$ cat src/core/asr_consts.svh
`ifndef ASR_CONSTS_SVH
`define ASR_CONSTS_SVH
// ==========================================================
// Register indices; byte address is four times the index
`define ASR_IDX_RX_STATUS   8'h13
`define ASR_IDX_RX_DATA     8'h14
`define ASR_IDX_TX_STATUS   8'h15
`define ASR_IDX_TX_DATA     8'h16
`define ASR_IDX_IRQ_FLAGS   8'h16
`define ASR_IDX_BAUD_DIV    8'h17
`define ASR_IDX_IRQ_ENABLES 8'h17
// Second bank sits above the first at this byte offset
`define ASR_BANK1_BASE      12'h100
// ==========================================================
// Field positions
`define ASR_BIT_SERIAL_EN   7
`define ASR_BIT_NINE_SEL    6
`define ASR_BIT_SINGLE_EN   5
`define ASR_BIT_CONT_EN     4
`define ASR_BIT_FRAME_ERR   2
`define ASR_BIT_OVERRUN     1
`define ASR_BIT_NINTH       0
`define ASR_BIT_SYNC_SEL    4
`define ASR_BIT_RX_DONE     0
`define ASR_BIT_RX_IE       0
// ==========================================================
// Reset values
`define ASR_RST_RX_CTRL     4'h0
`define ASR_RST_TX_STATUS   8'h00
`define ASR_RST_TX_DATA     8'h00
`define ASR_RST_IRQ_FLAGS   8'h02
`define ASR_RST_IRQ_ENABLES 8'h00
`define ASR_RST_BAUD_DIV    8'h00
// ==========================================================
// Sampling: sixteen phases per bit, votes on phases 6, 7, 8
`define ASR_PHASES          16
`define ASR_SMP_FIRST       4'h6
`define ASR_SMP_SECOND      4'h7
`define ASR_SMP_LAST        4'h8
`define ASR_RESP_OKAY       2'h0
`define ASR_RESP_SLVERR     2'h2
`endif

$ cat src/core/asr_pkg.sv
package asr_pkg;
  typedef enum logic [1:0] {
    ASR_IDLE  = 2'b00,
    ASR_START = 2'b01,
    ASR_DATA  = 2'b10,
    ASR_STOP  = 2'b11
  } asr_state_e;

  typedef enum logic [2:0] {
    ASR_R_NONE    = 3'b000,
    ASR_R_RXSTAT  = 3'b001,
    ASR_R_RXDATA  = 3'b010,
    ASR_R_TXSTAT  = 3'b011,
    ASR_R_TXDATA  = 3'b100,
    ASR_R_FLAGS   = 3'b101,
    ASR_R_BAUD    = 3'b110,
    ASR_R_ENABLES = 3'b111
  } asr_reg_e;

  typedef struct packed {
    logic       frame_err;
    logic       ninth;
    logic [7:0] data;
  } asr_entry_s;
endpackage : asr_pkg

$ cat src/core/asr_rx.sv
`timescale 1ns/1ns
`include "asr_consts.svh"
// Behaviour
// - Recovery stage runs at sixteen per bit
// - Shift register advances once per bit
// - Reception needs continuous receive enable set
// - Stop bit moves frame, sets done flag
// - Interrupt request gated by receive interrupt enable
// - Done flag read-only, clears when empty
// - Two-entry FIFO, reads in arrival order
// - Full FIFO at stop sets overrun, drops
// - Overrun blocks every transfer into FIFO
// - Overrun cleared only by receive enable reset
// - Stop bit low sets framing error
// - Error and ninth bit queued per entry
// - Bit level by three-sample majority vote
// - Samples on seventh, eighth, ninth edges
// - Sampling clock free-running, window every sixteen
// - Nine-bit select captures ninth data bit
// - Clearing enables stops and resets receiver
// - Start, eight or nine data, stop
// - Reception halts during sleep
module asr_rx #(
  parameter int AW = 12
) (
  input  wire logic          aclk,
  input  wire logic          aresetn,
  input  wire logic          ce,
  input  wire logic          sleep,
  input  wire logic          receive_pin,
  output logic               rx_irq,
  input  wire logic [AW-1:0] s_axi_awaddr,
  input  wire logic          s_axi_awvalid,
  output logic               s_axi_awready,
  input  wire logic [31:0]   s_axi_wdata,
  input  wire logic [3:0]    s_axi_wstrb,
  input  wire logic          s_axi_wvalid,
  output logic               s_axi_wready,
  output logic [1:0]         s_axi_bresp,
  output logic               s_axi_bvalid,
  input  wire logic          s_axi_bready,
  input  wire logic [AW-1:0] s_axi_araddr,
  input  wire logic          s_axi_arvalid,
  output logic               s_axi_arready,
  output logic [31:0]        s_axi_rdata,
  output logic [1:0]         s_axi_rresp,
  output logic               s_axi_rvalid,
  input  wire logic          s_axi_rready
);
  // ========================================================
  // Address decode
  function automatic asr_pkg::asr_reg_e reg_sel(
    input logic [AW-1:0] a
  );
    logic [AW-1:0] b1;
    b1 = AW'(`ASR_BANK1_BASE);
    reg_sel = asr_pkg::ASR_R_NONE;
    if (a == AW'({`ASR_IDX_RX_STATUS, 2'b00}))
      reg_sel = asr_pkg::ASR_R_RXSTAT;
    else if (a == AW'({`ASR_IDX_RX_DATA, 2'b00}))
      reg_sel = asr_pkg::ASR_R_RXDATA;
    else if (a == AW'({`ASR_IDX_TX_STATUS, 2'b00}))
      reg_sel = asr_pkg::ASR_R_TXSTAT;
    else if (a == AW'({`ASR_IDX_TX_DATA, 2'b00}))
      reg_sel = asr_pkg::ASR_R_TXDATA;
    else if (a == AW'({`ASR_IDX_BAUD_DIV, 2'b00}))
      reg_sel = asr_pkg::ASR_R_BAUD;
    else if (a == b1 + AW'({`ASR_IDX_IRQ_FLAGS, 2'b00}))
      reg_sel = asr_pkg::ASR_R_FLAGS;
    else if (a == b1 + AW'({`ASR_IDX_IRQ_ENABLES, 2'b00}))
      reg_sel = asr_pkg::ASR_R_ENABLES;
  endfunction : reg_sel

  // ========================================================
  // Registers
  logic [3:0]            rx_ctrl_q;
  logic [7:0]            tx_status_q;
  logic [7:0]            tx_data_q;
  logic [7:0]            flags_q;
  logic [7:0]            enables_q;
  logic [7:0]            baud_div_q;
  logic                  overrun_q;
  logic                  serial_port_enable;
  logic                  nine_bit_receive_select;
  logic                  single_receive_enable;
  logic                  continuous_receive_enable;
  logic                  rx_reset;
  logic                  rx_run;

  assign serial_port_enable        = rx_ctrl_q[3];
  assign nine_bit_receive_select   = rx_ctrl_q[2];
  assign single_receive_enable     = rx_ctrl_q[1];
  assign continuous_receive_enable = rx_ctrl_q[0];
  // Receive logic held idle unless the port and an enable are on
  assign rx_reset = !serial_port_enable ||
                    !(single_receive_enable ||
                      continuous_receive_enable);
  // Sleep only freezes progress; it does not reset the frame
  assign rx_run = !rx_reset && continuous_receive_enable &&
                  !tx_status_q[`ASR_BIT_SYNC_SEL] &&
                  !sleep;

  // ========================================================
  // AXI4-Lite write channel
  logic            aw_have_q;
  logic            w_have_q;
  logic [AW-1:0]   aw_addr_q;
  logic [7:0]      w_byte_q;
  logic            w_lane_q;
  logic            wr_fire;
  asr_pkg::asr_reg_e wr_sel;

  assign s_axi_awready = !aw_have_q && !s_axi_bvalid;
  assign s_axi_wready  = !w_have_q && !s_axi_bvalid;
  assign wr_fire       = aw_have_q && w_have_q && !s_axi_bvalid;
  assign wr_sel        = reg_sel(aw_addr_q);

  always_ff @(posedge aclk) begin
    if (!aresetn) begin
      aw_have_q    <= 1'b0;
      w_have_q     <= 1'b0;
      aw_addr_q    <= '0;
      w_byte_q     <= 8'h00;
      w_lane_q     <= 1'b0;
      s_axi_bvalid <= 1'b0;
      s_axi_bresp  <= `ASR_RESP_OKAY;
    end else if (ce) begin
      if (s_axi_awvalid && s_axi_awready) begin
        aw_have_q <= 1'b1;
        aw_addr_q <= s_axi_awaddr;
      end
      if (s_axi_wvalid && s_axi_wready) begin
        w_have_q <= 1'b1;
        w_byte_q <= s_axi_wdata[7:0];
        w_lane_q <= s_axi_wstrb[0];
      end
      if (wr_fire) begin
        aw_have_q    <= 1'b0;
        w_have_q     <= 1'b0;
        s_axi_bvalid <= 1'b1;
        s_axi_bresp  <= (wr_sel == asr_pkg::ASR_R_NONE) ?
                        `ASR_RESP_SLVERR : `ASR_RESP_OKAY;
      end else if (s_axi_bready) begin
        s_axi_bvalid <= 1'b0;
      end
    end
  end

  logic wr_en;
  assign wr_en = wr_fire && w_lane_q;

  // In the receive status register only control bits are writable; its status bits read-only
  always_ff @(posedge aclk) begin
    if (!aresetn) begin
      rx_ctrl_q   <= `ASR_RST_RX_CTRL;
      tx_status_q <= `ASR_RST_TX_STATUS;
      tx_data_q   <= `ASR_RST_TX_DATA;
      flags_q     <= `ASR_RST_IRQ_FLAGS;
      enables_q   <= `ASR_RST_IRQ_ENABLES;
      baud_div_q  <= `ASR_RST_BAUD_DIV;
    end else if (ce && wr_en) begin
      case (wr_sel)
        asr_pkg::ASR_R_RXSTAT:  rx_ctrl_q   <= w_byte_q[7:4];
        asr_pkg::ASR_R_TXSTAT:  tx_status_q <= w_byte_q;
        asr_pkg::ASR_R_TXDATA:  tx_data_q   <= w_byte_q;
        asr_pkg::ASR_R_FLAGS:   flags_q     <= w_byte_q;
        asr_pkg::ASR_R_BAUD:    baud_div_q  <= w_byte_q;
        asr_pkg::ASR_R_ENABLES: enables_q   <= w_byte_q;
        default: ;
      endcase
    end
  end

  // ========================================================
  // Receive FIFO, two entries
  asr_pkg::asr_entry_s fifo_mem [2];
  logic                wr_ptr_q;
  logic                rd_ptr_q;
  logic [1:0]          count_q;
  logic                push;
  logic                pop;
  logic                fifo_full;
  asr_pkg::asr_entry_s head;
  asr_pkg::asr_entry_s frame_d;

  assign fifo_full = (count_q == 2'h2);
  assign head      = fifo_mem[rd_ptr_q];

  always_ff @(posedge aclk) begin
    if (!aresetn) begin
      wr_ptr_q <= 1'b0;
      rd_ptr_q <= 1'b0;
      count_q  <= 2'h0;
    end else if (ce) begin
      if (push) begin
        fifo_mem[wr_ptr_q] <= frame_d;
        wr_ptr_q           <= !wr_ptr_q;
      end
      if (pop)
        rd_ptr_q <= !rd_ptr_q;
      // Push and pop together keep the count, so no frame is lost
      if (push && !pop)
        count_q <= count_q + 2'h1;
      else if (pop && !push)
        count_q <= count_q - 2'h1;
    end
  end

  // ========================================================
  // AXI4-Lite read channel; reading data pops the FIFO
  logic              rd_fire;
  asr_pkg::asr_reg_e rd_sel;
  logic [7:0]        rd_byte;
  logic              rx_done;

  assign s_axi_arready = !s_axi_rvalid;
  assign rd_fire       = s_axi_arvalid && s_axi_arready;
  assign rd_sel        = reg_sel(s_axi_araddr);
  assign rx_done       = (count_q != 2'h0);
  assign pop           = ce && rd_fire &&
                         rd_sel == asr_pkg::ASR_R_RXDATA &&
                         rx_done;

  always_comb begin
    rd_byte = 8'h00;
    case (rd_sel)
      asr_pkg::ASR_R_RXSTAT: begin
        rd_byte[7:4]                = rx_ctrl_q;
        rd_byte[`ASR_BIT_FRAME_ERR] = rx_done && head.frame_err;
        rd_byte[`ASR_BIT_OVERRUN]   = overrun_q;
        rd_byte[`ASR_BIT_NINTH]     = rx_done && head.ninth;
      end
      asr_pkg::ASR_R_RXDATA:  rd_byte = rx_done ? head.data : 8'h00;
      asr_pkg::ASR_R_TXSTAT:  rd_byte = tx_status_q;
      asr_pkg::ASR_R_TXDATA:  rd_byte = tx_data_q;
      asr_pkg::ASR_R_FLAGS: begin
        rd_byte                   = flags_q;
        rd_byte[`ASR_BIT_RX_DONE] = rx_done;
      end
      asr_pkg::ASR_R_BAUD:    rd_byte = baud_div_q;
      asr_pkg::ASR_R_ENABLES: rd_byte = enables_q;
      default:                rd_byte = 8'h00;
    endcase
  end

  always_ff @(posedge aclk) begin
    if (!aresetn) begin
      s_axi_rvalid <= 1'b0;
      s_axi_rdata  <= 32'h00000000;
      s_axi_rresp  <= `ASR_RESP_OKAY;
    end else if (ce) begin
      if (rd_fire) begin
        s_axi_rvalid <= 1'b1;
        s_axi_rdata  <= {24'h000000, rd_byte};
        s_axi_rresp  <= (rd_sel == asr_pkg::ASR_R_NONE) ?
                        `ASR_RESP_SLVERR : `ASR_RESP_OKAY;
      end else if (s_axi_rready) begin
        s_axi_rvalid <= 1'b0;
      end
    end
  end

  // Request follows the flag only while enabled
  always_ff @(posedge aclk) begin
    if (!aresetn)
      rx_irq <= 1'b0;
    else if (ce)
      rx_irq <= rx_done && enables_q[`ASR_BIT_RX_IE];
  end

  // ========================================================
  // Pin synchroniser and sixteen-phase tick
  logic       pin_s1_q;
  logic       pin_s2_q;
  logic       pin_prev_q;
  logic [7:0] baud_cnt_q;
  logic       tick;
  logic [3:0] phase_q;
  logic       start_edge;

  always_ff @(posedge aclk) begin
    if (!aresetn) begin
      pin_s1_q   <= 1'b1;
      pin_s2_q   <= 1'b1;
      pin_prev_q <= 1'b1;
    end else if (ce) begin
      pin_s1_q   <= receive_pin;
      pin_s2_q   <= pin_s1_q;
      pin_prev_q <= pin_s2_q;
    end
  end

  // Divisor value N gives one sampling tick every N+1 cycles
  assign tick = (baud_cnt_q == baud_div_q);

  always_ff @(posedge aclk) begin
    if (!aresetn)
      baud_cnt_q <= 8'h00;
    else if (ce) begin
      if (rx_reset || tick)
        baud_cnt_q <= 8'h00;
      else
        baud_cnt_q <= baud_cnt_q + 8'h01;
    end
  end

  asr_pkg::asr_state_e state_q;

  assign start_edge = rx_run && state_q == asr_pkg::ASR_IDLE &&
                      pin_prev_q && !pin_s2_q;

  // Phase counter wraps freely and is only re-aligned at start
  always_ff @(posedge aclk) begin
    if (!aresetn)
      phase_q <= 4'h0;
    else if (ce) begin
      if (start_edge)
        phase_q <= 4'h0;
      else if (tick)
        phase_q <= phase_q + 4'h1;
    end
  end

  // ========================================================
  // Majority sampling
  logic [1:0] smp_q;
  logic       vote_now;
  logic       vote;

  always_ff @(posedge aclk) begin
    if (!aresetn)
      smp_q <= 2'b11;
    else if (ce && tick) begin
      if (phase_q == `ASR_SMP_FIRST)
        smp_q[0] <= pin_s2_q;
      if (phase_q == `ASR_SMP_SECOND)
        smp_q[1] <= pin_s2_q;
    end
  end

  assign vote_now = tick && !start_edge &&
                    phase_q == `ASR_SMP_LAST;
  assign vote = (smp_q[0] & smp_q[1]) | (smp_q[0] & pin_s2_q) |
                (smp_q[1] & pin_s2_q);

  // ========================================================
  // Frame state machine and receive shift register
  logic [8:0] rsr_q;
  logic [3:0] bit_cnt_q;
  logic [3:0] bits_needed;
  logic       stop_seen;

  assign bits_needed = nine_bit_receive_select ? 4'h9 : 4'h8;
  assign stop_seen   = rx_run && vote_now &&
                       state_q == asr_pkg::ASR_STOP;

  always_ff @(posedge aclk) begin
    if (!aresetn) begin
      state_q   <= asr_pkg::ASR_IDLE;
      rsr_q     <= 9'h000;
      bit_cnt_q <= 4'h0;
    end else if (ce) begin
      if (rx_reset) begin
        state_q   <= asr_pkg::ASR_IDLE;
        bit_cnt_q <= 4'h0;
      end else if (start_edge) begin
        state_q   <= asr_pkg::ASR_START;
        bit_cnt_q <= 4'h0;
      end else if (rx_run && vote_now) begin
        case (state_q)
          asr_pkg::ASR_START:
            // A start that votes high was a glitch
            state_q <= vote ? asr_pkg::ASR_IDLE
                            : asr_pkg::ASR_DATA;
          asr_pkg::ASR_DATA: begin
            rsr_q     <= {vote, rsr_q[8:1]};
            bit_cnt_q <= bit_cnt_q + 4'h1;
            if (bit_cnt_q + 4'h1 == bits_needed)
              state_q <= asr_pkg::ASR_STOP;
          end
          asr_pkg::ASR_STOP: state_q <= asr_pkg::ASR_IDLE;
          default:           state_q <= asr_pkg::ASR_IDLE;
        endcase
      end
    end
  end

  // Eight-bit frames leave the data one place higher in the shifter
  always_comb begin
    frame_d.frame_err = !vote;
    if (nine_bit_receive_select) begin
      frame_d.data  = rsr_q[7:0];
      frame_d.ninth = rsr_q[8];
    end else begin
      frame_d.data  = rsr_q[8:1];
      frame_d.ninth = 1'b0;
    end
  end

  // A pop in the same cycle frees no room for this frame
  assign push = ce && stop_seen && !overrun_q &&
                !fifo_full;

  always_ff @(posedge aclk) begin
    if (!aresetn)
      overrun_q <= 1'b0;
    else if (ce) begin
      if (stop_seen && !overrun_q && fifo_full)
        overrun_q <= 1'b1;
      else if (rx_reset)
        overrun_q <= 1'b0;
    end
  end
endmodule : asr_rx

$ cat config.mk
export PLATFORM = sky130hd
export DESIGN_NAME = asr_rx
export DESIGN_NICKNAME = d
export VERILOG_FILES = /design/src/core/asr_pkg.sv /design/src/core/asr_rx.sv
export VERILOG_INCLUDE_DIRS = /design/src /design/src/core
export SDC_FILE = /design/constraint.sdc
export NUM_CORES = 1
export LEC_CHECK = 0
export ABC_AREA = 1
export BUFFER_PORTS_ARGS = -buffer_cell sky130_fd_sc_hd__buf_4
export CAP_MARGIN = 15
export CORE_MARGIN = 2
export CORE_UTILIZATION = 35
export CTS_BUF_LIST = sky130_fd_sc_hd__clkbuf_4 sky130_fd_sc_hd__clkbuf_8
export DETAILED_ROUTE_END_ITERATION = 10
export SYNTH_ARGS = -nofsm -noshare
export SYNTH_HDL_FRONTEND = slang
export SYNTH_SLANG_ARGS = --single-unit
$ cat constraint.sdc
create_clock -name aclk -period 2.8 [get_ports aclk]
set_clock_uncertainty 0.1 [all_clocks]
set_input_delay 0.42 -clock aclk [delete_from_list [all_inputs] [get_ports aclk]]
set_output_delay 0.42 -clock aclk [all_outputs]
set_load 0.03 [all_outputs]
==> summary.txt, run 1 <==
Timing
  • Final min period: 2.346 ns
  • Final hold vios: 0
  • Endpoints failing setup: 0
  • Worst-Margin Slew: 0.7048 ns
  • Final Cycle Share: 83.77%
  • Setup tns final: 0 ns
  • Rel. slew slack: 52.62%
  • Unrepaired setup endpoints after global routing: no
  • F_max: 426.3 MHz
  • Slew Viols, Final: 0

Power
  • PwrDens: 534.4 mW/mm^2
  • Psw: 0.001025 W
  • VDD IR max: 0.2924 mV
  • Power share of the combinational group: 7.4%
  • Power share of the sequential group: 50.9%
  • Clock power frac: 41.8%
  • Leak: 3.025 nW
  • Internal power: 0.003031 W
  • Switching Share: 25.28%

Logic synthesis
  • Main area contributors after synthesis: dfxtp_1, nand2_1, edfxtp_1
  • Seq cells post-synth: 137
  • Seq/Total Area, Yosys: 44.99%
  • FFs w/ async S/R, synth: 0%
  • Syn Std Cell Area: 0.006541 mm^2
  • Predominant post-synthesis flop cell: dfxtp_1
  • Area share of the largest cell type after synthesis: 35.81%
  • Synthesized instance count: 878
  • Commonest cells post-synth: nand2_1, dfxtp_1, a21oi_1
  • Post-synth EDFFs: 20
  • Count leader, synth: nand2_1
  • Post-Syn Area per Cell: 7.450 um^2
  • Cell taking the most area after synthesis: dfxtp_1
  • Unique masters post-synth: 43
  • Syn. warnings: 0

Global route
  • Vias in the first global route: 5141
  • Initial antenna violation count: 0
  • Largest net degree at the start of global routing: 44
  • Overflow after GRT: 0
  • GRT Total Usage: 15.72%
  • First-pass GRT wire length: 25110 um

Critical path
  • Reg-to-Reg Start: baud_cnt_q[1]$_SDFFE_PN0P_
  • CP required: 3.02 ns
  • Buffers plus inverters on the worst setup path: 2
  • Max stage delay on crit path: 0.35 ns
  • Critical Path Start Type: flop
  • CP delay by family, top: simple AND/OR/NAND/NOR gates
  • Crit path from: baud_cnt_q[1]$_SDFFE_PN0P_
  • Setup CP Type: flop to flop
  • Worst setup EP type: flop
  • Worst path slowest cell: dfxtp_1
  • CP dominant cell by count: a21oi_1
  • CP Max Fanout: 5
  • Crit path cell chain: or2_0 > a21oi_1 > nand2_1 > nor2_1 > nand4_1 > inv_1 > ha_1 > nor2_1 > inv_1 > a21oi_1 > o21ai_0 > o21ai_0 > a21oi_1
  • Critical path arrival: 2.57 ns

Routing
  • DR pass1 iterations: 5
  • Residual DRC count: 0
  • Avg Vias per Cell: 4.777
  • Vias: 5665
  • Avg WL per Cell: 12.75 um
  • Final wirelength: 15120 um
  • Routed Antenna Nets: 0
  • First DRT Iteration DRCs: 445

Place
  • DP Cell Count: 1153
  • Post-DP Area: 0.007164 mm^2
  • PortBufs: 58
  • GPL Wtd Cong: 0.7810
  • Hpwl dp: 10850 um

Layout
  • Final instance area: 0.007591 mm^2
  • Final Non-Filler Cells: 1186
  • Area Overhead vs Synth: 16.05%
  • Antenna fix cells: 0
  • Share of layout cells above drive strength 1: 14.42%
  • Nets: 1024
  • Fillers: 1902

Clocking
  • CTS clock-pin slew for the worst setup and hold paths: 0.08 ns
  • CTS root buf: clkbuf_8
  • Hold_buf cts: 0
  • Num CTS Buffers: 17
  • CTS max path bufs: 2
  • Sink Count: 137
  • Setup Fix Bufs, Post-CTS: 0
  • Resized cells post-CTS: 0
  • CTS tree: yes
  • Clock Latency Late Sink: 0.45 ns
  • H-tree depth: 4

Floorplan
  • Initial Util: 36.05%
  • Die Y: 140.7 um
  • # rows: 49
  • Die footprint: 0.01980 mm^2
  • Die outline width: 140.7 um
  • Core area: 0.01815 mm^2
  • Top-Level Pins: 112

Status
  • Status: complete, no violations

Hold path
  • Hold Startpoint: receive_pin
  • Worst hold path type: primary input to flop

Flow run
  • # Max-Cap Violations: 0
-- tightest hold or removal path, delay by kind of cell --
kind / cells / cell delay [ns]
buffers and inverters: 1 / 0.08
and+or+nand+nor: 2 / 0.10
-- routing by layer --
metal	routed length [um]	vias to the layer above	part of all wire (%)	global-route usage, %
li1	-	2981	-	-
met1	7519	2556	50	21.22
met2	6807	114	45	25.37
met3	600	14	4.0	3.397
met4	188	0	1.2	4.632
met5	0	-	0	0
-- metrics by stage --
step	setup WS, ns	util, %	power [W]	hold WS [ns]
detailed placement	0.1066	39.48	0.002411	0.3505
floorplan	0.2724	-	0.002326	0.3292
finish	0.4544	41.83	0.004057	0.08664
global placement	0.1485	39.48	0.002408	0.3405
CTS	0.3459	41.79	0.004111	0.05748
global route	0.1097	41.83	0.004248	0.07318
-- cell type report --
class | instances | area [um^2] | area share, %
Multi-Input combinational cell | 645 | 3128 | 41.21
Sequential cell | 137 | 2943 | 38.77
Timing Repair Buffer | 74 | 555.5 | 7.318
Tap cell | 229 | 286.5 | 3.775
Inverter | 69 | 259.0 | 3.412
Clock buffer | 18 | 247.7 | 3.264
Clock inverter | 14 | 171.4 | 2.258
-- power groups by stage --
stage	sequential (W)	clock [W]	combinational, W
finish	0.00206	0.00169	0.000300
global route	0.00207	0.00184	0.000338
CTS	0.00206	0.00175	0.000302
detailed placement	0.00211	0	0.000302
global placement	0.00211	0	0.000300
floorplan	0.00210	0	0.000227
-- cell usage in the layout (no fill, tap or decap), drive strengths merged, types with 3 or more instances in the layout --
cell and count:
buf 74, nand3 72, nand2 223, dfxtp 117
a211oi 8, conb 26, inv 69, edfxtp 20
clkinv 10, bufinv 3, o21ai 42, clkbuf 18
xnor2 6, xor2 8, nor2 100, nor4 3
nor3 16, ha 10, a21oi 104, nand4 14
-- cells by family after synthesis --
group	share of synthesized area, %
xor+xnor	1.875
other cells	0.05733
compound gates	13.20
buf+inv	8.627
flops	44.99
simple gates	29.34
fa+ha+maj	1.913
-- sequential cells by signal (all words and copies together), names as in the netlist, 2 cells and up, named ones only --
name	count
s_axi_rdata	8
baud_div_q	8
aw_addr_q	12
fifo_mem	20
flags_q	7
tx_data_q	8
rx_ctrl_q	4
phase_q	4
tx_status_q	8
baud_cnt_q	8
state_q	2
w_byte_q	8
enables_q	8
rsr_q	9
smp_q	2
count_q	2
bit_cnt_q	4
-- worst paths after layout --
path	to	slack (ns)	cells after the start
setup reg to reg	count_q[1]$_SDFFE_PN0P_	0.45	13
hold / removal	pin_s1_q$_SDFFE_PN1P_	0.09	3
hold reg to reg	aw_addr_q[6]$_SDFFE_PN0P_	0.36	2
setup / recovery	count_q[1]$_SDFFE_PN0P_	0.45	13
Power figures use the tool's default switching activity.
==> inputs of run 2 (changes only) <==
Clock period 2.8 ns to 2.3 ns, I/O delays scaled along.
==> run 2 against run 1 <==
Effect of this change:
- flip-flop and latch count unchanged
- total power increased by 25%
- sequential share of layout area decreased by 1.4 points
- global-route usage rose by 0.23 points
- maximum frequency increased by 12%
- register-to-register slack worse by 0.25 ns
- largest cell class unchanged
- first-iteration DRC count is 3.6% lower
- critical endpoint unchanged
- via count up 1.9%
- clock power increased by 28%
- clock-buffer cell count shrank 1
- wire length rose by 1.9%
==> summary.txt, run 2 (synthesis gave the netlist of run 1 again) <==
Critical path
  • Worst path slowest cell: dfxtp_2
  • Max stage delay on crit path: 0.34 ns (about the same)
  • CP delay by family, top: simple AND/OR/NAND/NOR gates
  • Worst setup path end: count_q[1]$_SDFFE_PN0P_
  • Reg2Reg Depth: 13 (unchanged)
  • R2R Setup Slk: 0.20 ns (-0.25 ns)
  • Critical path arrival: 2.34 ns (-0.23 ns)
  • Critical Path Start Type: flop
  • Crit path from: baud_cnt_q[1]$_SDFFE_PN0P_
  • WP depth: 13 (unchanged)
  • Reg-to-Reg Start: baud_cnt_q[1]$_SDFFE_PN0P_
  • CP Max Fanout: 5 (unchanged)
  • Setup CP Type: flop to flop
  • Buffers plus inverters on the worst setup path: 2 (unchanged)
  • CP required: 2.55 ns (-0.47 ns)
  • R2r endpoint: count_q[1]$_SDFFE_PN0P_
  • Worst setup EP type: flop
  • Crit path cell chain: or2_0 > a21oi_2 > nand2_2 > nor2_4 > nand4_1 > inv_1 > ha_1 > nor2_1 > inv_1 > a21oi_1 > o21ai_1 > o21ai_1 > a21oi_1

Clocking
  • Clock Latency Late Sink: 0.46 ns (about the same)
  • CTS tree: yes
  • H-tree depth: 4 (unchanged)
  • CTS root buf: clkbuf_8
  • CTS clock-pin slew for the worst setup and hold paths: 0.09 ns (about the same)
  • Sink Count: 137 (unchanged)
  • CTS max path bufs: 2 (unchanged)
  • Num CTS Buffers: 17 (unchanged)

Place
  • GPL Wtd Cong: 0.8232 (+5.4%)
  • Hpwl dp: 11100 um (+2.4%)
  • PortBufs: 58 (unchanged)

Global route
  • GRT Total Usage: 15.94% (+0.23 points)
  • Vias in the first global route: 5172 (+0.60%)
  • Initial antenna violation count: 0 (unchanged)
  • Largest net degree at the start of global routing: 31 (-30%)
  • First-pass GRT wire length: 25480 um (+1.5%)
  • Overflow after GRT: 0 (unchanged)

Floorplan
  • Core area: 0.01815 mm^2 (unchanged)
  • # rows: 49 (unchanged)
  • Die outline width: 140.7 um (unchanged)
  • Initial Util: 36.05% (unchanged)
  • Die Y: 140.7 um (unchanged)
  • Top-Level Pins: 112 (unchanged)
  • Die footprint: 0.01980 mm^2 (unchanged)

Layout
  • Antenna fix cells: 0 (unchanged)
  • Nets: 1060 (+3.5%)
  • Fillers: 1870 (-1.7%)
  • Share of layout cells above drive strength 1: 19.34% (+4.9 points)
  • Biggest regs: fifo_mem x20, aw_addr_q x12, rsr_q x9
  • Final Util: 43.67% (+1.8 points)
  • Area Overhead vs Synth: 21.16%
  • Most frequent cells in the layout: nand2_1, buf_4, dfxtp_1, a21oi_1, nor2_1
  • Most flop-heavy register: fifo_mem
  • Flip-flop count of the largest register after layout: 20 (unchanged)
  • Most common cell after layout, fill and taps aside: nand2_1

Power
  • Leak: 3.222 nW (+6.5%)
  • Switching Share: 26.65% (+1.4 points)
  • Power share of the combinational group: 7.7% (+0.3 points)
  • PwrDens: 640.2 mW/mm^2 (+20%)
  • Psw: 0.001352 W (+32%)
  • Tot Pwr: 0.005073 W (+25%)
  • Internal power: 0.003722 W (+23%)
  • Power share of the sequential group: 49.5% (-1.4 points)
  • VDD IR max: 0.3506 mV (+20%)
  • Clock power frac: 42.8% (+1.0 points)

Routing
  • DR pass1 iterations: 5 (unchanged)
  • Avg Vias per Cell: 4.723 (-1.1%)
  • Vias: 5772 (+1.9%)
  • First DRT Iteration DRCs: 429 (-3.6%)
  • Avg WL per Cell: 12.60 um (-1.1%)
  • Residual DRC count: 0 (unchanged)
  • Routed Antenna Nets: 0 (unchanged)
  • Final wirelength: 15400 um (+1.9%)

Timing
  • F_max: 476.4 MHz (+12%)
  • Unrepaired setup endpoints after global routing: no
  • Final hold vios: 0 (unchanged)
  • Endpoints failing setup: 0 (unchanged)
  • Final Cycle Share: 91.27% (+7.5 points)
  • Slew Viols, Final: 0 (unchanged)
  • Final min period: 2.099 ns (-0.2465 ns)

Flow run
  • # Max-Cap Violations: 0 (unchanged)

Hold path
  • Worst hold path type: primary input to flop

Status
  • Status: complete, no violations
==> run 2: worst min-delay path by stage <==
stage                     cells past startpoint  slack, ns                       from                          to
after global routing                          3       0.01             s_axi_wdata[7]    w_byte_q[7]$_SDFFE_PN0P_
after global placement                        2       0.34  aw_addr_q[6]$_SDFFE_PN0P_   aw_addr_q[6]$_SDFFE_PN0P_
after CTS                                     3       0.01           s_axi_awaddr[11]  aw_addr_q[11]$_SDFFE_PN0P_
after detailed placement                      2       0.34      pin_s1_q$_SDFFE_PN1P_       pin_s1_q$_SDFFE_PN1P_
final                                         3       0.03           s_axi_awaddr[11]  aw_addr_q[11]$_SDFFE_PN0P_
after floorplan                               2       0.33      pin_s1_q$_SDFFE_PN1P_       pin_s1_q$_SDFFE_PN1P_
==> run 2: routing by layer <==
| layer | track usage [%] | vias to the layer above | wire [um] |
|---|---|---|---|
| li1 | - | 3064 | - |
| met1 | 22.12 | 2556 | 7619 |
| met2 | 24.80 | 134 | 6909 |
| met3 | 3.397 | 18 | 651 |
| met4 | 5.263 | 0 | 216 |
| met5 | 0 | - | 0 |
==> run 2: final cells by class <==
| class | instances | area (um^2) | area share (%) |
|---|---|---|---|
| Clock buffer | 17 | 234.0 | 2.952 |
| Clock inverter | 15 | 202.7 | 2.558 |
| Inverter | 69 | 259.0 | 3.268 |
| Multi-Input combinational cell | 645 | 3157 | 39.83 |
| Sequential cell | 137 | 2958 | 37.32 |
| Tap cell | 229 | 286.5 | 3.615 |
| Timing Repair Buffer | 110 | 828.3 | 10.45 |
==> run 2: power by group through the flow <==
stage	Clock, W	Sequential [W]	Combinational, W
after floorplan	0	0.00256	0.000276
after global placement	0	0.00257	0.000385
after detailed placement	0	0.00257	0.000388
after CTS	0.00223	0.00251	0.000390
after global routing	0.00234	0.00252	0.000437
final	0.00217	0.00251	0.000389
==> run 2: tightest hold or removal path, stage by stage <==
cell and delay (ns):
buf_4 0.07, o21ai_0 0.07, nor2_1 0.07
==> run 2: timing repair <==
| item | CTS | global route |
|---|---|---|
| gates resized for setup | 0 | 21 |
| hold buffers | 1 | 0 |
| setup endpoints to repair | 0 | 1 |
| endpoints found under the hold margin | 1 | 0 |
| setup buffers | 0 | 3 |
==> run 2: through the flow <==
step                      instances  setup WS [ns]  hold slack (ns)  cell area (um^2)  setup TNS, ns
final                          1222         0.2009          0.03094              7925              0
after global routing           1222       0.001576          0.01002              7925              0
after CTS                      1219         0.1163          0.01317              7866              0
after detailed placement       1186        -0.1156           0.3442              7420        -0.1279
after global placement         1186        -0.1105           0.3383              7420        -0.1217
after floorplan                 903        0.04037           0.3292              6643              0
==> inputs of run 3 (changes only) <==
Settings changed: SETUP_SLACK_MARGIN set to 0.3.
==> run 3 against run 2 <==
Effect of this change:
- sequential share of layout area down 0.58 points
- clock-buffer cell count rose by 1
- flip-flop and latch count stayed put
- global-route usage rose by 0.31 points
- sequential power about the same
- largest cell class unchanged
- largest power group unchanged
- highest routed layer unchanged
==> summary.txt, run 3 (synthesis gave the netlist of run 1 again) <==
Clocking
  • CTS clock-pin slew for the worst setup and hold paths: 0.08 ns (about the same)
  • H-tree depth: 4 (unchanged)
  • CTS max path bufs: 2 (unchanged)
  • Clock Latency Late Sink: 0.44 ns (-0.02 ns)
  • CTS tree: yes
  • Num CTS Buffers: 17 (unchanged)
  • CTS root buf: clkbuf_8
  • Sink Count: 137 (unchanged)

Timing
  • Final Cycle Share: 91.19% (about the same)
  • Endpoints failing setup: 0 (unchanged)
  • Final min period: 2.097 ns (-0.001848 ns)
  • Worst-Margin Slew: 0.5054 ns
  • Final hold vios: 0 (unchanged)
  • Slew Viols, Final: 0 (unchanged)
  • Rel. slew slack: 66.30%
  • Min Hold Slack: 0.05099 ns (+0.02005 ns)
  • Unrepaired setup endpoints after global routing: yes
  • F_max: 476.8 MHz (about the same)

Layout
  • Most frequent cells in the layout: nand2_1, buf_4, a21oi_1, dfxtp_1, nor2_1
  • Sequential cell area: 0.002968 mm^2 (+0.34%)
  • Fillers: 1829 (-2.2%)
  • Area Overhead vs Synth: 23.47%
  • Nets: 1067 (+0.66%)
  • Most common cell after layout, fill and taps aside: nand2_1
  • Multi-input logic area: 0.003238 mm^2 (+2.6%)
  • Share of layout cells above drive strength 1: 22.30% (+3.0 points)
  • Antenna fix cells: 0 (unchanged)
  • Final instance area: 0.008077 mm^2 (+1.9%)
  • Biggest regs: fifo_mem x20, aw_addr_q x12, rsr_q x9
  • Flip-flop count of the largest register after layout: 20 (unchanged)
  • Most flop-heavy register: fifo_mem

Global route
  • Vias in the first global route: 5362 (+3.7%)
  • Overflow after GRT: 0 (unchanged)
  • GRT Total Usage: 16.25% (+0.31 points)
  • Largest net degree at the start of global routing: 27 (-13%)
  • Initial antenna violation count: 0 (unchanged)
  • First-pass GRT wire length: 25950 um (+1.8%)

Hold path
  • Hold Startpoint: s_axi_awaddr[10]
  • WHS Endpoint: aw_addr_q[10]$_SDFFE_PN0P_
  • Hold path cells: 3 (unchanged)
  • Worst hold path type: primary input to flop

Critical path
  • CP Max Fanout: 5 (unchanged)
  • R2r endpoint: fifo_mem[1][2]$_DFFE_PP_
  • CP required: 2.36 ns (-0.19 ns)
  • Critical Path Start Type: flop
  • Setup CP Type: flop to flop
  • Reg-to-Reg Start: state_q[0]$_SDFFE_PN0P_
  • Worst setup EP type: flop
  • R2R Setup Slk: 0.20 ns (about the same)
  • Critical path arrival: 2.16 ns (-0.18 ns)
  • Reg2Reg Depth: 11 (-2)

Routing
  • Residual DRC count: 0 (unchanged)
  • First DRT Iteration DRCs: 389 (-9.3%)
  • Final wirelength: 15930 um (+3.5%)
  • Vias: 5879 (+1.9%)
  • Avg Vias per Cell: 4.784 (+1.3%)
  • Routed Antenna Nets: 0 (unchanged)
  • DR pass1 iterations: 5 (unchanged)
  • Avg WL per Cell: 12.96 um (+2.9%)

Floorplan
  • Die Y: 140.7 um (unchanged)
  • Initial Util: 36.05% (unchanged)
  • Core area: 0.01815 mm^2 (unchanged)
  • # rows: 49 (unchanged)
  • Top-Level Pins: 112 (unchanged)
  • Die outline width: 140.7 um (unchanged)
  • Die footprint: 0.01980 mm^2 (unchanged)

Place
  • GPL Wtd Cong: 0.7899 (-4.0%)
  • Post-DP Area: 0.007462 mm^2 (+0.57%)
  • Hpwl dp: 11380 um (+2.5%)
  • PortBufs: 58 (unchanged)

Power
  • Leak: 3.265 nW (+1.3%)
  • VDD IR max: 0.3743 mV (+6.8%)
  • PwrDens: 598.9 mW/mm^2 (-6.4%)

Status
  • Status: complete, no violations

Flow run
  • # Max-Cap Violations: 0 (unchanged)
-- run 3: cell count changes in the layout (fill, tap and decap cells not counted), sizes merged --
cell / previous run / this run
buf: 109 / 116
bufinv: 3 / 1
clkinv: 5 / 7
clkbuf: 17 / 18
inv: 75 / 74
-- run 3: layout make-up --
cell class,instances,share of cell area [%]
Multi-Input combinational cell,645,40.09
Clock inverter,14,1.673
Sequential cell,137,36.75
Timing Repair Buffer,117,11.39
Inverter,69,3.486
Tap cell,229,3.548
Clock buffer,18,3.067
-- run 3: what timing repair did --
action                                  CTS  global route
hold buffers                              1             0
buffers inserted                          4             8
pin swaps                                 7             7
gates resized for setup                  13            27
endpoints found under the setup margin    2            63
hold endpoints to repair                  1             0
gates cloned                              0             2
-- run 3: worst max-delay path by stage --
| stage | start | to | slack (ns) | cells past startpoint |
|---|---|---|---|---|
| 2_1_floorplan | s_axi_araddr[8] | count_q[1]$_SDFFE_PN0P_ | 0.18 | 15 |
| 3_3_place_gp | s_axi_araddr[0] | count_q[1]$_SDFFE_PN0P_ | -0.08 | 16 |
| 3_5_place_dp | s_axi_araddr[8] | count_q[1]$_SDFFE_PN0P_ | -0.15 | 16 |
| 4_1_cts | baud_cnt_q[1]$_SDFFE_PN0P_ | count_q[1]$_SDFFE_PN0P_ | 0.25 | 13 |
| 5_1_grt | state_q[0]$_SDFFE_PN0P_ | count_q[1]$_SDFFE_PN0P_ | 0.02 | 14 |
| 6_report | state_q[0]$_SDFFE_PN0P_ | fifo_mem[1][2]$_DFFE_PP_ | 0.20 | 11 |
-- run 3: worst max-delay path, stage by stage (launching register included) --
cell and delay, ns:
dfxtp_4 0.37, inv_2 0.05, ha_4 0.16, nand2_4 0.06
nand4_1 0.09, nor2_2 0.15, nand4_1 0.13, buf_4 0.16
buf_6 0.10, buf_6 0.12, nor3_4 0.17, buf_6 0.16
-- run 3: metal layers --
metal / global-route usage (%) / wire, um / vias to the layer above
li1: - / - / 3056
met1: 21.90 / 7738 / 2679
met2: 26.60 / 7426 / 134
met3: 3.363 / 643 / 10
met4: 4.421 / 122 / 0
met5: 0 / 0 / -
-- run 3: report_power, final --
| group | total, W | internal (W) | switching, W |
|---|---|---|---|
| Clock | 0.00192 | 0.000907 | 0.00101 |
| Sequential | 0.00251 | 0.00246 | 0.0000500 |
| Combinational | 0.000406 | 0.000144 | 0.000262 |
-- run 3: metrics by stage --
step	setup TNS, ns	instances	utilization (%)	total power [W]	worst slack [ns]
2_1_floorplan	0	903	-	0.002843	0.1796
3_3_place_gp	-0.09866	1182	41.12	0.002962	-0.08211
3_5_place_dp	-0.2535	1182	41.12	0.002967	-0.1520
4_1_cts	0	1219	43.55	0.004887	0.2514
5_1_grt	0	1229	44.51	0.005050	0.01525
6_report	0	1229	44.51	0.004837	0.2027
